**config.mk**
```make
export PLATFORM = sky130hd
export DESIGN_NAME = usart_status_host_port
export DESIGN_NICKNAME = d
export VERILOG_FILES = /design/src/shared/usart_status_pkg.sv /design/src/rtl/tx_hold_fifo.sv /design/src/rtl/usart_status_host_port.sv
export SDC_FILE = /design/constraint.sdc
export NUM_CORES = 1
export LEC_CHECK = 0
export ABC_CLOCK_PERIOD_IN_PS = 3100
export BUFFER_PORTS_ARGS = -buffer_cell sky130_fd_sc_hd__buf_2
export CAP_MARGIN = 40
export CORE_MARGIN = 2
export CORE_UTILIZATION = 60
export CTS_BUF_LIST = sky130_fd_sc_hd__clkbuf_8
export DETAILED_ROUTE_END_ITERATION = 8
export GPL_TIMING_DRIVEN = 0
export PLACE_DENSITY_LB_ADDON = 0.08
export SYNTH_ARGS = -nofsm -noshare
export SYNTH_HDL_FRONTEND = slang
export SYNTH_SLANG_ARGS = --single-unit
```
**constraint.sdc**
```tcl
create_clock -name core_clk -period 3.1 [get_ports core_clk]
set_clock_uncertainty 0.15 [all_clocks]
set_input_delay 0.465 -clock core_clk [delete_from_list [all_inputs] [get_ports core_clk]]
set_output_delay 0.465 -clock core_clk [all_outputs]
set_load 0.02 [all_outputs]
```
**src/shared/usart_status_pkg.sv**
```systemverilog
package usart_status_pkg;

  // ***********************************************
  // Widths and buffer size
  // ***********************************************
  localparam int DATA_W     = 8;
  localparam int FIFO_DEPTH = 8;
  localparam int PIN_W      = 14;

  // ***********************************************
  // Status byte bit positions
  // ***********************************************
  localparam int ST_TX_FREE  = 0;
  localparam int ST_RX_READY = 1;
  localparam int ST_TX_IDLE  = 2;
  localparam int ST_PARITY   = 3;
  localparam int ST_OVERRUN  = 4;
  localparam int ST_FRAMING  = 5;
  localparam int ST_SYNC     = 6;
  localparam int ST_MODEM    = 7;

  // ***********************************************
  // Command byte bit positions
  // ***********************************************
  localparam int CMD_TX_EN   = 0;
  localparam int CMD_DTR     = 1;
  localparam int CMD_RX_EN   = 2;
  localparam int CMD_BREAK   = 3;
  localparam int CMD_ERR_CLR = 4;
  localparam int CMD_RTS     = 5;
  localparam int CMD_INT_RST = 6;
  localparam int CMD_HUNT    = 7;
  // Bits kept after a command write; the rest act once
  localparam logic [7:0] CMD_KEEP_MASK = 8'h2f;

  // ***********************************************
  // Mode byte field positions
  // ***********************************************
  localparam int MODE_BAUD_LSB = 0;
  localparam int MODE_LEN_LSB  = 2;
  localparam int MODE_PAR_EN   = 4;
  localparam int MODE_PAR_EVEN = 5;
  localparam int MODE_STOP_LSB = 6;

  // ***********************************************
  // Values after reset
  // ***********************************************
  localparam logic [7:0]        MODE_RST = 8'h00;
  localparam logic [7:0]        CMD_RST  = 8'h00;
  localparam logic [PIN_W-1:0]  PIN_RST  = 14'h3fff;

  // Control port write sequence
  typedef enum logic [0:0] {EXPECT_MODE, EXPECT_CMD} phase_type;

endpackage : usart_status_pkg

```
**src/rtl/tx_hold_fifo.sv**
```systemverilog
`timescale 1ns/1ns
module tx_hold_fifo #(
  parameter int WIDTH = 8,
  parameter int DEPTH = 8
) (
  // Clock and reset
  input  wire logic             core_clk,
  input  wire logic             rst,
  // Fill side
  input  wire logic             in_valid,
  output logic                  in_ready,
  input  wire logic [WIDTH-1:0] in_data,
  // Drain side
  output logic                  out_valid,
  input  wire logic             out_ready,
  output logic      [WIDTH-1:0] out_data
);

  localparam int AW = $clog2(DEPTH);

  logic [WIDTH-1:0] mem [DEPTH];
  logic [AW-1:0]    wr_ptr_r;
  logic [AW-1:0]    wr_ptr_nxt;
  logic [AW-1:0]    rd_ptr_r;
  logic [AW-1:0]    rd_ptr_nxt;
  logic [AW:0]      count_r;
  logic [AW:0]      count_nxt;
  logic             push;
  logic             pop;

  // Honest full and empty from the fill count
  assign in_ready  = (count_r != (AW+1)'(DEPTH));
  assign out_valid = (count_r != '0);
  assign out_data  = mem[rd_ptr_r];
  assign push      = in_valid && in_ready;
  assign pop       = out_valid && out_ready;

  // Pointer and count next values
  always_comb begin
    wr_ptr_nxt = wr_ptr_r;
    rd_ptr_nxt = rd_ptr_r;
    count_nxt  = count_r;
    if (push) begin
      wr_ptr_nxt = (wr_ptr_r == AW'(DEPTH-1)) ? '0 : wr_ptr_r + 1'b1;
    end
    if (pop) begin
      rd_ptr_nxt = (rd_ptr_r == AW'(DEPTH-1)) ? '0 : rd_ptr_r + 1'b1;
    end
    if (push && !pop) begin
      count_nxt = count_r + 1'b1;
    end else if (pop && !push) begin
      count_nxt = count_r - 1'b1;
    end
  end

  // Pointer registers
  always_ff @(posedge core_clk or posedge rst) begin
    if (rst) begin
      wr_ptr_r <= '0;
      rd_ptr_r <= '0;
      count_r  <= '0;
    end else begin
      wr_ptr_r <= wr_ptr_nxt;
      rd_ptr_r <= rd_ptr_nxt;
      count_r  <= count_nxt;
    end
  end

  // Storage array, no reset needed
  always_ff @(posedge core_clk) begin
    if (push) begin
      mem[wr_ptr_r] <= in_data;
    end
  end

endmodule : tx_hold_fifo

```
**src/rtl/usart_status_host_port.sv**
```systemverilog
`timescale 1ns/1ns
module usart_status_host_port
  import usart_status_pkg::*;
(
  // Clock and reset
  input  wire logic                         core_clk,
  input  wire logic                         rst,
  // Host parallel bus pins
  input  wire logic                         cs_n,
  input  wire logic                         rd_n,
  input  wire logic                         wr_n,
  input  wire logic                         cd,
  input  wire logic [usart_status_pkg::DATA_W-1:0] data_in,
  output logic      [usart_status_pkg::DATA_W-1:0] data_out,
  output logic                              data_oe,
  // Modem pins
  input  wire logic                         dsr_n,
  input  wire logic                         cts_n,
  output logic                              rts_n,
  output logic                              dtr_n,
  // Status pins
  output logic                              rx_char_ready,
  output logic                              tx_buffer_free,
  output logic                              sync_found,
  // Receiver core
  input  wire logic                         rx_char_valid,
  input  wire logic [usart_status_pkg::DATA_W-1:0] rx_char,
  input  wire logic                         rx_parity_bad,
  input  wire logic                         rx_stop_low,
  input  wire logic                         sync_hit,
  // Transmitter core
  input  wire logic                         tx_shift_idle,
  output logic                              tx_char_valid,
  input  wire logic                         tx_char_ready,
  output logic      [usart_status_pkg::DATA_W-1:0] tx_char,
  output logic                              send_break,
  output logic                              hunt_start,
  // Mode settings
  output logic      [1:0]                   baud_sel,
  output logic      [1:0]                   char_len,
  output logic                              parity_en,
  output logic                              parity_even,
  output logic      [1:0]                   stop_sel
);

  import usart_status_pkg::*;

  // ***********************************************
  // Pin synchronisers and bus strobes
  // ***********************************************
  logic [PIN_W-1:0] pin_s1_r;
  logic [PIN_W-1:0] pin_s2_r;
  logic             rd_prev_r;
  logic             wr_prev_r;
  logic [7:0]       wdata_r;
  logic [7:0]       wdata_nxt;
  logic             wcd_r;
  logic             wcd_nxt;
  logic             cs_s;
  logic             rd_s;
  logic             wr_s;
  logic             cd_s;
  logic             dsr_s;
  logic             cts_s;
  logic [7:0]       din_s;
  logic             rd_act;
  logic             wr_act;
  logic             rd_start;
  logic             wr_end;
  logic             status_rd;
  logic             data_rd;

  assign {cs_s, rd_s, wr_s, cd_s, dsr_s, cts_s, din_s} = pin_s2_r;
  assign rd_act    = !cs_s && !rd_s;
  assign wr_act    = !cs_s && !wr_s;
  assign rd_start  = rd_act && !rd_prev_r;
  assign wr_end    = !wr_act && wr_prev_r;
  assign status_rd = rd_start && cd_s;
  assign data_rd   = rd_start && !cd_s;

  // Follow write data and select while the strobe is low, hold them once it is high
  always_comb begin
    wdata_nxt = wr_act ? din_s : wdata_r;
    wcd_nxt   = wr_act ? cd_s : wcd_r;
  end

  // Two flops on every pin before use
  always_ff @(posedge core_clk or posedge rst) begin
    if (rst) begin
      pin_s1_r  <= PIN_RST;
      pin_s2_r  <= PIN_RST;
      rd_prev_r <= 1'b0;
      wr_prev_r <= 1'b0;
      wdata_r   <= 8'h00;
      wcd_r     <= 1'b0;
    end else begin
      pin_s1_r  <= {cs_n, rd_n, wr_n, cd, dsr_n, cts_n, data_in};
      pin_s2_r  <= pin_s1_r;
      rd_prev_r <= rd_act;
      wr_prev_r <= wr_act;
      wdata_r   <= wdata_nxt;
      wcd_r     <= wcd_nxt;
    end
  end

  // ***********************************************
  // Mode and command registers
  // ***********************************************
  phase_type  phase_r;
  phase_type  phase_nxt;
  logic [7:0] mode_r;
  logic [7:0] mode_nxt;
  logic [7:0] cmd_r;
  logic [7:0] cmd_nxt;
  logic       ctl_wr;
  logic       cmd_wr;
  logic       err_clr;
  logic       tx_enable_bit;
  logic       rx_enable_bit;

  assign ctl_wr        = wr_end && wcd_r;
  assign cmd_wr        = ctl_wr && (phase_r == EXPECT_CMD);
  assign err_clr       = cmd_wr && wdata_r[CMD_ERR_CLR];
  assign tx_enable_bit = cmd_r[CMD_TX_EN];
  assign rx_enable_bit = cmd_r[CMD_RX_EN];

  always_comb begin
    phase_nxt = phase_r;
    mode_nxt  = mode_r;
    cmd_nxt   = cmd_r;
    if (ctl_wr) begin
      unique case (phase_r)
        EXPECT_MODE: begin
          mode_nxt  = wdata_r;
          phase_nxt = EXPECT_CMD;
        end
        EXPECT_CMD: begin
          if (wdata_r[CMD_INT_RST]) begin
            cmd_nxt   = CMD_RST;
            phase_nxt = EXPECT_MODE;
          end else begin
            cmd_nxt = wdata_r & CMD_KEEP_MASK;
          end
        end
      endcase
    end
  end

  // Control registers
  always_ff @(posedge core_clk or posedge rst) begin
    if (rst) begin
      phase_r <= EXPECT_MODE;
      mode_r  <= MODE_RST;
      cmd_r   <= CMD_RST;
    end else begin
      phase_r <= phase_nxt;
      mode_r  <= mode_nxt;
      cmd_r   <= cmd_nxt;
    end
  end

  // mode fields drive the serial core
  assign baud_sel    = mode_r[MODE_BAUD_LSB +: 2];
  assign char_len    = mode_r[MODE_LEN_LSB +: 2];
  assign parity_en   = mode_r[MODE_PAR_EN];
  assign parity_even = mode_r[MODE_PAR_EVEN];
  assign stop_sel    = mode_r[MODE_STOP_LSB +: 2];
  assign rts_n       = !cmd_r[CMD_RTS];
  assign dtr_n       = !cmd_r[CMD_DTR];
  assign send_break  = cmd_r[CMD_BREAK];
  assign hunt_start  = cmd_wr && wdata_r[CMD_HUNT] && !wdata_r[CMD_INT_RST];

  // ***********************************************
  // Transmit holding buffer
  // ***********************************************
  logic tx_push;
  logic fifo_in_ready;

  // writes into a full buffer are dropped
  assign tx_push = wr_end && !wcd_r && (phase_r == EXPECT_CMD) && cmd_r != 8'h00;

  tx_hold_fifo #(
    .WIDTH (DATA_W),
    .DEPTH (FIFO_DEPTH)
  ) u_tx_fifo (
    .core_clk  (core_clk),
    .rst       (rst),
    .in_valid  (tx_push),
    .in_ready  (fifo_in_ready),
    .in_data   (wdata_r),
    .out_valid (tx_char_valid),
    .out_ready (tx_char_ready),
    .out_data  (tx_char)
  );

  // pin needs room, clear-to-send and enable
  assign tx_buffer_free = fifo_in_ready && !cts_s && tx_enable_bit;

  // ***********************************************
  // Receive holding register and flags
  // ***********************************************
  logic [7:0] rx_data_r;
  logic [7:0] rx_data_nxt;
  logic       rx_full_r;
  logic       rx_full_nxt;
  logic       pe_r;
  logic       pe_nxt;
  logic       oe_r;
  logic       oe_nxt;
  logic       fe_r;
  logic       fe_nxt;
  logic       sync_r;
  logic       sync_nxt;
  logic [7:0] len_mask;
  logic       err_ok;

  // errors only while receive is enabled
  assign err_ok = rx_char_valid && rx_enable_bit;

  // Character length keeps the low bits only
  always_comb begin
    unique case (char_len)
      2'h0: len_mask = 8'h1f;
      2'h1: len_mask = 8'h3f;
      2'h2: len_mask = 8'h7f;
      2'h3: len_mask = 8'hff;
    endcase
  end

  // Flag updates, a set beats a clear
  always_comb begin
    rx_data_nxt = rx_char_valid ? (rx_char & len_mask) : rx_data_r;
    rx_full_nxt = rx_char_valid || (rx_full_r && !data_rd);
    // framing error on low stop bit
    fe_nxt = (err_ok && rx_stop_low) || (fe_r && !err_clr);
    oe_nxt = (err_ok && rx_full_r && !data_rd) || (oe_r && !err_clr);
    pe_nxt = (err_ok && rx_parity_bad) || (pe_r && !err_clr);
    sync_nxt = sync_hit || (sync_r && !status_rd);
  end

  // Receive registers
  always_ff @(posedge core_clk or posedge rst) begin
    if (rst) begin
      rx_data_r <= 8'h00;
      rx_full_r <= 1'b0;
      pe_r      <= 1'b0;
      oe_r      <= 1'b0;
      fe_r      <= 1'b0;
      sync_r    <= 1'b0;
    end else begin
      rx_data_r <= rx_data_nxt;
      rx_full_r <= rx_full_nxt;
      pe_r      <= pe_nxt;
      oe_r      <= oe_nxt;
      fe_r      <= fe_nxt;
      sync_r    <= sync_nxt;
    end
  end

  // ready pin masked when receive disabled
  assign rx_char_ready = rx_full_r && rx_enable_bit;
  assign sync_found    = sync_r;

  // ***********************************************
  // Status byte and read path
  // ***********************************************
  logic [7:0] status_w;
  logic [7:0] dout_r;
  logic [7:0] dout_nxt;

  // fixed bit layout of the status byte
  always_comb begin
    status_w = 8'h00;
    // room in the buffer, no other terms
    status_w[ST_TX_FREE]  = fifo_in_ready;
    status_w[ST_RX_READY] = rx_char_ready;
    status_w[ST_TX_IDLE]  = tx_shift_idle;
    status_w[ST_SYNC]     = sync_found;
    status_w[ST_PARITY]   = pe_r;
    status_w[ST_OVERRUN]  = oe_r;
    status_w[ST_FRAMING]  = fe_r;
    status_w[ST_MODEM]    = !dsr_s;
  end

  always_comb begin
    dout_nxt = cd_s ? status_w : rx_data_r;
  end

  // Read data register
  always_ff @(posedge core_clk or posedge rst) begin
    if (rst) begin
      dout_r <= 8'h00;
    end else begin
      dout_r <= dout_nxt;
    end
  end

  assign data_out = dout_r;
  assign data_oe  = rd_act;
endmodule : usart_status_host_port

```
# ---- After elaboration in Yosys (flattened, before gate mapping)
# Memory sizes are Yosys's and may differ from the RTL's.
# Cells that the tools add are included.
dict set report classes {
  addsub 4
  n_eq_ne 6
  n_mux 11
  bitwise 2
  reduce_logical 59
}
# op count
set ops {}
lappend ops {{case mux 8 bit (4 select lines)} 1}
lappend ops {{logical AND 1 bit} 31}
lappend ops {{logical NOT 1 bit} 17}
lappend ops {{AND 8 bit} 1}
lappend ops {{two-way mux 4 bit} 2}
lappend ops {{two-way mux 8 bit} 1}
lappend ops {{nonzero test 8 bit} 1}
lappend ops {{adder 3 x 1 -> 3 bit, second input constant} 2}
lappend ops {{== test 3 bit, second input constant} 2}
lappend ops {{two-way mux 3 bit} 2}
lappend ops {{two-way mux 6 bit} 1}
lappend ops {{logical OR 1 bit} 5}
lappend ops {{adder 4 x 1 -> 4 bit, second input constant} 1}
lappend ops {{== test 2 bit, second input constant} 2}
lappend ops {{!= test 4 bit, second input constant} 1}
lappend ops {{AND reduction 2 bit} 2}
lappend ops {{nonzero test 4 bit} 1}
lappend ops {{subtractor 4 x 1 -> 4 bit, second input constant} 1}
lappend ops {{two-way mux 1 bit} 3}
lappend ops {{== test 2 x 1 -> 1 bit, second input constant} 1}
lappend ops {{logical NOT 2 bit} 1}
lappend ops {{case mux 1 bit (2 select lines)} 1}
lappend ops {{nonzero test 2 bit} 1}
lappend ops {{inverter 1 bit} 1}
dict set report word_totals {
  ff_bits 87
  ramBits 64
  input_bits 30
  out_inout_bits 33
  wordCells 102
  mem_count 1
}
# name words width rd rd_clocked_by_memory_dff wr line_no
set mem_list {}
lappend mem_list {u_tx_fifo.mem 8 8 1 0 1 tx_hold_fifo.sv:21} ;# logic [WIDTH-1:0] mem [DEPTH];

# ---- Logic depth before layout (Yosys ltp)
# Gate-level depths: netlist of the first run.
dict set report logic_depth {
  word_depth 12
  depth_mapped 11
  ltp_nobuf 11
}

# ---- Modules after synthesis
# A second synthesis of the first run with hierarchy kept.
dict set report hier_totals {
  cells_unflattened 323
  area_unflattened_um2 5725.5
}
# mod n_inst cells_per_inst area_per_inst_um2 seq_area_each_um2
set modules_own_cells {}
lappend modules_own_cells {tx_hold_fifo 1 159 3186.8 2172.1}
lappend modules_own_cells {usart_status_host_port 1 164 2538.7 1886.8}

# ---- Worst setup path after synthesis of the first run
# Ideal clock, no wire load.
dict set report synth_timing {
  path_kind {reg-to-reg}
  start {register u_tx_fifo.count_r[1]}
  end {register u_tx_fifo.count_r[3]}
  setup_time_ps 123
  arrival_time_ps 2189
  t_required_ps 2827
  setup_slack_ps 638
  stages_incl_launch_ff 10
  path_buffers 0
  synth_period_minus_slack_ps 2462
  path_cell_list {dfrtp_1 or4_4 nand2_2 ha_1 inv_1 ha_1 a21oi_1 and3_1 o21bai_1 xnor2_1}
}
dict set report synth_via {
  elab_chain_len 5
  word_cells_on_any_way 13
  cone_classes {add/sub (2); eq/ne (1); mux (2); reduce/logical (8)}
}
# element line_no
set synth_rtl {}
lappend synth_rtl {{from (decl)} tx_hold_fifo.sv:26} ;# logic [AW:0] count_r;
lappend synth_rtl {{from (signal assigned)} tx_hold_fifo.sv:65} ;# count_r <= count_nxt;
lappend synth_rtl {{nonzero test 4 bit *} tx_hold_fifo.sv:33} ;# assign out_valid = (count_r != '0);
lappend synth_rtl {{via tx_char_valid} usart_status_host_port.sv:33} ;# output logic tx_char_valid,
lappend synth_rtl {{logical AND 1 bit *} tx_hold_fifo.sv:36} ;# assign pop = out_valid && out_ready;
lappend synth_rtl {{logical NOT 1 bit} tx_hold_fifo.sv:49} ;# if (push && !pop) begin
lappend synth_rtl {{logical AND 1 bit} tx_hold_fifo.sv:49}
lappend synth_rtl {{two-way mux 4 bit or nonzero test 2 bit (tied branches)} --}
# Mark *: on every way through the listed nets, which the timed path passes. The rest lies on a longest branch. The select of a mux whose other input is x is not followed.
# A chain may end at the register's enable or synchronous reset.

# ---- Final worst setup path of the first run
dict set report layout_timing {
  start {register u_tx_fifo.rd_ptr_r[1]}
  end {output tx_char[6] (netlist name)}
}
dict set report layout_via {
  elab_chain_len 1
}
# element line_no
set layout_rtl {}
lappend layout_rtl {{from (decl)} tx_hold_fifo.sv:24} ;# logic [AW-1:0] rd_ptr_r;
lappend layout_rtl {{from (signal assigned)} tx_hold_fifo.sv:64} ;# rd_ptr_r <= rd_ptr_nxt;
lappend layout_rtl {{memory (8 x 8 bit)} --}
lappend layout_rtl {{to (decl)} usart_status_host_port.sv:35} ;# output logic [usart_status_pkg::DATA_W-1:0] tx_char,
# No other way between the ends.

==> results.json, run 1 <==
{
  "ios": 63,
  "relSlewSlack_pct": 45.5,
  "worst-endpoint-arrival_ns": 2.27,
  "htree_levels": 4,
  "crit_start": "u_tx_fifo.rd_ptr_r[1]",
  "synth_top_area_share_pct": 34.2,
  "die_area_mm2": 0.0101,
  "grtUsageMet3_pct": 6.10,
  "nNetsFinal": 454,
  "cts-root-buf": "clkbuf_8",
  "reg2reg_depth": 11,
  "critPathMaxFanout": 10,
  "grt_pass1_vias": 3007,
  "cts.path.max_buffers": 2,
  "cts.reportedPaths.clkPinSlew_ns": 0.08,
  "synth_fp_nets": 353,
  "portBuffers": 61,
  "synth_async_sr_flop_share_pct": 56.8,
  "cap_violations": 0,
  "ant_nets": 0,
  "num_rows": 35,
  "max_freq_mhz": 346,
  "n_antenna_cell": 0,
  "overflow": 0,
  "pre_cts_ws_ns": 0.146,
  "drtIter0Drc": 175,
  "slowest_delay_ns": 0.37,
  "wl_per_cell_um": 17.0,
  "cts_setup_buffers": 0,
  "synth_cell_types": 43,
  "use_met1_pct": 26.9,
  "crit_path_end_kind": "primary output",
  "worstPathRequired_ns": 2.48,
  "setup_viol": 0,
  "critPathSlowestCell": "clkbuf_1",
  "synth_area_leader_cell": "edfxtp_1",
  "avgSynthCellArea_um2": 17.8,
  "ys_ff_latch": 148,
  "syn_inst": 315,
  "rsz0062_at_grt": "no",
  "nFillCells": 578,
  "critPathLaunchType": "register",
  "start_util_pct": 61.4,
  "r2r-start": "u_tx_fifo.count_r[1]",
  "period_share_pct": 93.2,
  "reg2reg_slack_ns": 0.34,
  "crit_type": "register to primary output",
  "via_per_inst": 5.42,
  "wl_um": 9200,
  "tightest_slew_ns": 0.815,
  "stdcell_count": 540,
  "die_x_um": 101,
  "worstSkewPairLatency_ns": 0.43,
  "hpwl_um": 6240,
  "synth_edf_count": 64,
  "cts_made_buffers": 17,
  "drive_above_1_share_pct": 43.4,
  "synth_ff_type": "edfxtp_1",
  "groute.usage.overall_pct": 20.3,
  "gp_congestion": 0.710,
  "max-vdd-ir-drop_v": 0.000666,
  "grt_start_max_net_pins": 64,
  "cts_tree": "done",
  "core_mm2": 0.00915,
  "holdCritStartpoint": "sync_hit",
  "path_cells": "clkbuf_1 > buf_2 > mux4_1 > mux2_4 > buf_2",
  "dr.pass1.iters": 5,
  "powerDensity_mw_per_mm2": 847,
  "cp_common_cell": "buf_2",
  "seq_area_frac_synth_pct": 72.3,
  "clock-sinks": 148,
  "min_path_cells": 2,
  "syn2layout_area_growth_pct": 19.6,
  "hold_violations": 0,
  "synthTopCellsByCount": "edfxtp_1 (64), dfrtp_1 (56), mux2_2 (30)",
  "fin_hold_ws_ns": 0.0761,
  "drc": 0,
  "grt_use_met2_pct": 32.8,
  "antenna_found_initial": 0,
  "slew_violations": 0,
  "grt.busiest_layer": "met2",
  "grt_pass1_wl_um": 15100,
  "status": "completed",
  "setup_ws_ns": 0.211,
  "yosysMostFrequentCell": "edfxtp_1",
  "ys_top_cells_by_area": "edfxtp_1 (34%), dfrtp_1 (25%), dfstp_2 (13%)",
  "fin_tns_setup_ns": 0,
  "p_leak_nw": 2.72,
  "yosysWarnings": 0,
  "die_h_um": 101,
  "synth.cell_area_mm2": 0.00562,
  "finish.utilization_pct": 73.4,
  "vias": 2928,
  "place_inst": 493,
  "finalCriticalPeriod_ns": 2.89,
  "hp-class": "input pin to register"
}
state kept, by name, indices dropped and copies added, names as in the netlist, 5 cells and up:
signal	cells
rx_data_r	8
data_out	8
pin_s1_r	14
u_tx_fifo.mem	64
wdata_r	8
cmd_r	5
mode_r	8
pin_s2_r	14
path summary, 6_finish.rpt:
path	end
min in group asynchronous	mode_r[1]
min reg2reg	pin_s2_r[6]
max reg2reg	u_tx_fifo.count_r[3]
max in group asynchronous	pin_s2_r[9]
min	sync_found
max	tx_char[6]
cell usage in the layout (no fill, tap or decap), types with 4 or more instances in the layout:
master         instances
o21ai_0               14
nor2_1                 7
nand2b_1               8
dfstp_2               28
buf_2                 66
ha_1                   7
inv_6                  4
edfxtp_1              64
mux2_2                30
dlygate4sd3_1         15
mux4_1                 8
mux4_2                 8
clkbuf_1               6
nand3_1                5
nor3_1                 5
nand2_1               14
clkbuf_8              17
dfrtp_1               56
mux2_4                 8
inv_1                  8
a21oi_1                4
repair_timing:
item / 4_1_cts / 5_1_grt
setup endpoints to repair: 0 / 1
hold endpoints to repair: 28 / 0
hold buffers: 15 / 0
resized for setup: 0 / 1
per-stage QoR:
step / power, W / cell area, µm²
after floorplan: 0.00370 / 5620
after global placement: 0.00408 / 6060
after detailed placement: 0.00416 / 6130
after CTS: 0.00574 / 6710
after global routing: 0.00599 / 6720
final: 0.00569 / 6720
layout make-up:
cell class	instances	area (µm²)	share of cell area, %
flip-flops and latches	148	4060	60.4
multi-input cells	146	1470	21.8
repair buffers	82	515	7.67
clock buffers	17	234	3.48
clock inverters	15	196	2.92
well taps	111	139	2.07
plain buffers	12	72.6	1.08
inverters	9	36.3	0.540
kinds of logic (layout without fill, tap and decap cells):
kind of cell / Yosys count / in the layout / synth area share (%)
simple gates: 53 / 53 / 5.17
buf+inv: 21 / 135 / 1.89
flops: 148 / 148 / 72.3
compound gates: 27 / 27 / 2.99
mux: 55 / 55 / 15.3
xor+xnor: 3 / 3 / 0.468
fa+ha+maj: 8 / 8 / 1.92
per-layer routing:
layer  share of wire, %  vias to the layer above  wire length (µm)
met1                 44                     1487              4010
met3                3.3                       10               302
met2                 52                       54              4780
met4                1.1                        0               104
li1                   -                     1377                 -
met5                  0                        -                 0
critical path: cells and delay by family (launching register included):
kind / cells / cell delay (ns)
buffers and inverters: 3 / 0.88
multiplexers: 2 / 0.61
flip-flops: 1 / 0.35
where the power goes:
group	switching (W)	leakage (nW)	internal [W]
sequential	0.000251	1.54	0.00235
combinational	0.000749	0.966	0.000768
clock	0.000750	0.208	0.000820
No activity file was read; power rests on OpenSTA's default activity.
==> run 2, diff against run 1 <==
- CORE_ASPECT_RATIO: unset -> 0.6
- MAX_ROUTING_LAYER: unset -> met4
==> results.json, run 2 (synthesis gave the netlist of run 1 again) <==
{
  "status": "completed",
  "top_regs": "u_tx_fifo.mem (64), pin_s1_r (14), pin_s2_r (14)",
  "max_freq_mhz": 348,
  "setup_ws_ns": 0.229,
  "htree_levels": 4,
  "drive_above_1_share_pct": 42.7,
  "grt_start_max_net_pins": 56,
  "critPathSlowestCell": "clkbuf_1",
  "worst-endpoint-arrival_ns": 2.26,
  "cts.path.max_buffers": 2,
  "powerDensity_mw_per_mm2": 835,
  "n_antenna_cell": 0,
  "max-vdd-ir-drop_v": 0.000668,
  "die_h_um": 78.9,
  "fin_hold_ws_ns": 0.0686,
  "critPathMaxFanout": 10,
  "cts-root-buf": "clkbuf_8",
  "totalPowerFinal_w": 0.00559,
  "drc": 0,
  "cp_common_cell": "buf_2",
  "slowest_delay_ns": 0.38,
  "p_leak_nw": 2.73,
  "final_common_cell": "buf_2",
  "clock-sinks": 148,
  "use_met1_pct": 30.3,
  "rsz0062_at_grt": "no",
  "groute.usage.overall_pct": 21.5,
  "cts.reportedPaths.clkPinSlew_ns": 0.08,
  "largest_reg_flops": 64,
  "die_x_um": 129,
  "hpwl_um": 6520,
  "critPathLaunchType": "register",
  "period_share_pct": 92.6,
  "syn2layout_area_growth_pct": 19.2,
  "dr.pass1.iters": 4,
  "tightest_slew_ns": 0.791,
  "num_rows": 27,
  "ant_nets": 0,
  "cts_setup_buffers": 0,
  "final_area_mm2": 0.00669,
  "ios": 63,
  "hp-class": "input pin to register",
  "hold_violations": 0,
  "grtUsageMet3_pct": 5.66,
  "top_register": "u_tx_fifo.mem",
  "via_per_inst": 5.42,
  "core_mm2": 0.00912,
  "worstPathRequired_ns": 2.48,
  "crit_type": "register to primary output",
  "pre_cts_ws_ns": 0.181,
  "finalCriticalPeriod_ns": 2.87,
  "die_area_mm2": 0.0102,
  "overflow": 0,
  "nNetsFinal": 454,
  "portBuffers": 61,
  "wl_per_cell_um": 17.6,
  "layout_common_cells": "buf_2 (65), edfxtp_1 (64), dfrtp_1 (56)",
  "grt_pass1_wl_um": 15300,
  "crit_path_end_kind": "primary output",
  "cts_tree": "done",
  "gp_congestion": 0.731,
  "grt_pass1_vias": 2960,
  "cap_violations": 0,
  "setup_viol": 0,
  "grt.busiest_layer": "met2",
  "vias": 2955,
  "path_cells": "clkbuf_1 > buf_2 > mux4_2 > mux2_4 > buf_2",
  "antenna_found_initial": 0,
  "placed_cell_area_mm2": 0.00614,
  "worstSkewPairLatency_ns": 0.43,
  "grt_use_met2_pct": 31.1,
  "slew_violations": 0,
  "cts_made_buffers": 17,
  "start_util_pct": 61.6,
  "wl_um": 9570,
  "drtIter0Drc": 166,
  "relSlewSlack_pct": 47.1
}
[run 2: power by group]
part | leakage (nW) | internal (W) | switching, W
Combinational | 0.966 | 0.000767 | 0.000763
Sequential | 1.54 | 0.00235 | 0.000256
Clock | 0.216 | 0.000791 | 0.000663
[run 2: layout make-up]
type / count / area, µm²
multi-input cells: 146 / 1470
clock inverters: 11 / 109
well taps: 116 / 145
repair buffers: 82 / 518
fillers: 563 / 2430
inverters: 9 / 36.3
flip-flops and latches: 148 / 4060
plain buffers: 12 / 72.6
clock buffers: 21 / 289
[run 2: per-stage QoR]
stage,utilization [%],TNS (ns),cells
floorplan,-,0,315
global placement,66.5,-28.11,492
detailed placement,67.3,0,498
CTS,73.3,0,545
global route,73.4,0,545
finish,73.4,0,545
[run 2: routing by layer]
metal  up-vias  routed length [µm]
met5         -                   0
met4         0                  49
met1      1494                4450
met2        76                4440
met3         7                 638
li1       1378                   -
[run 2: repair_timing]
| item | CTS | global route |
|---|---|---|
| endpoints found under the setup margin | 0 | 1 |
| hold buffers | 15 | 0 |
| endpoints found under the hold margin | 31 | 0 |
| resized for setup | 0 | 1 |
[run 2: final timing paths]
check / startpoint / endpoint / slack, ns / cells past startpoint
max in group asynchronous: rst / pin_s1_r[10] / 1.74 / 4
min in group asynchronous: rst / wdata_r[1] / 0.43 / 3
setup reg to reg: u_tx_fifo.count_r[1] / u_tx_fifo.count_r[3] / 0.27 / 11
hold reg to reg: pin_s1_r[1] / pin_s2_r[1] / 0.21 / 0
setup / recovery: u_tx_fifo.rd_ptr_r[1] / tx_char[6] / 0.23 / 5
hold / removal: sync_hit / sync_found / 0.07 / 2
[run 2: critical path, delay by kind of cell, from the launching register on]
kind,cells,cell delay [ns]
DFF,1,0.35
muxes,2,0.60
buffers and inverters,3,0.88
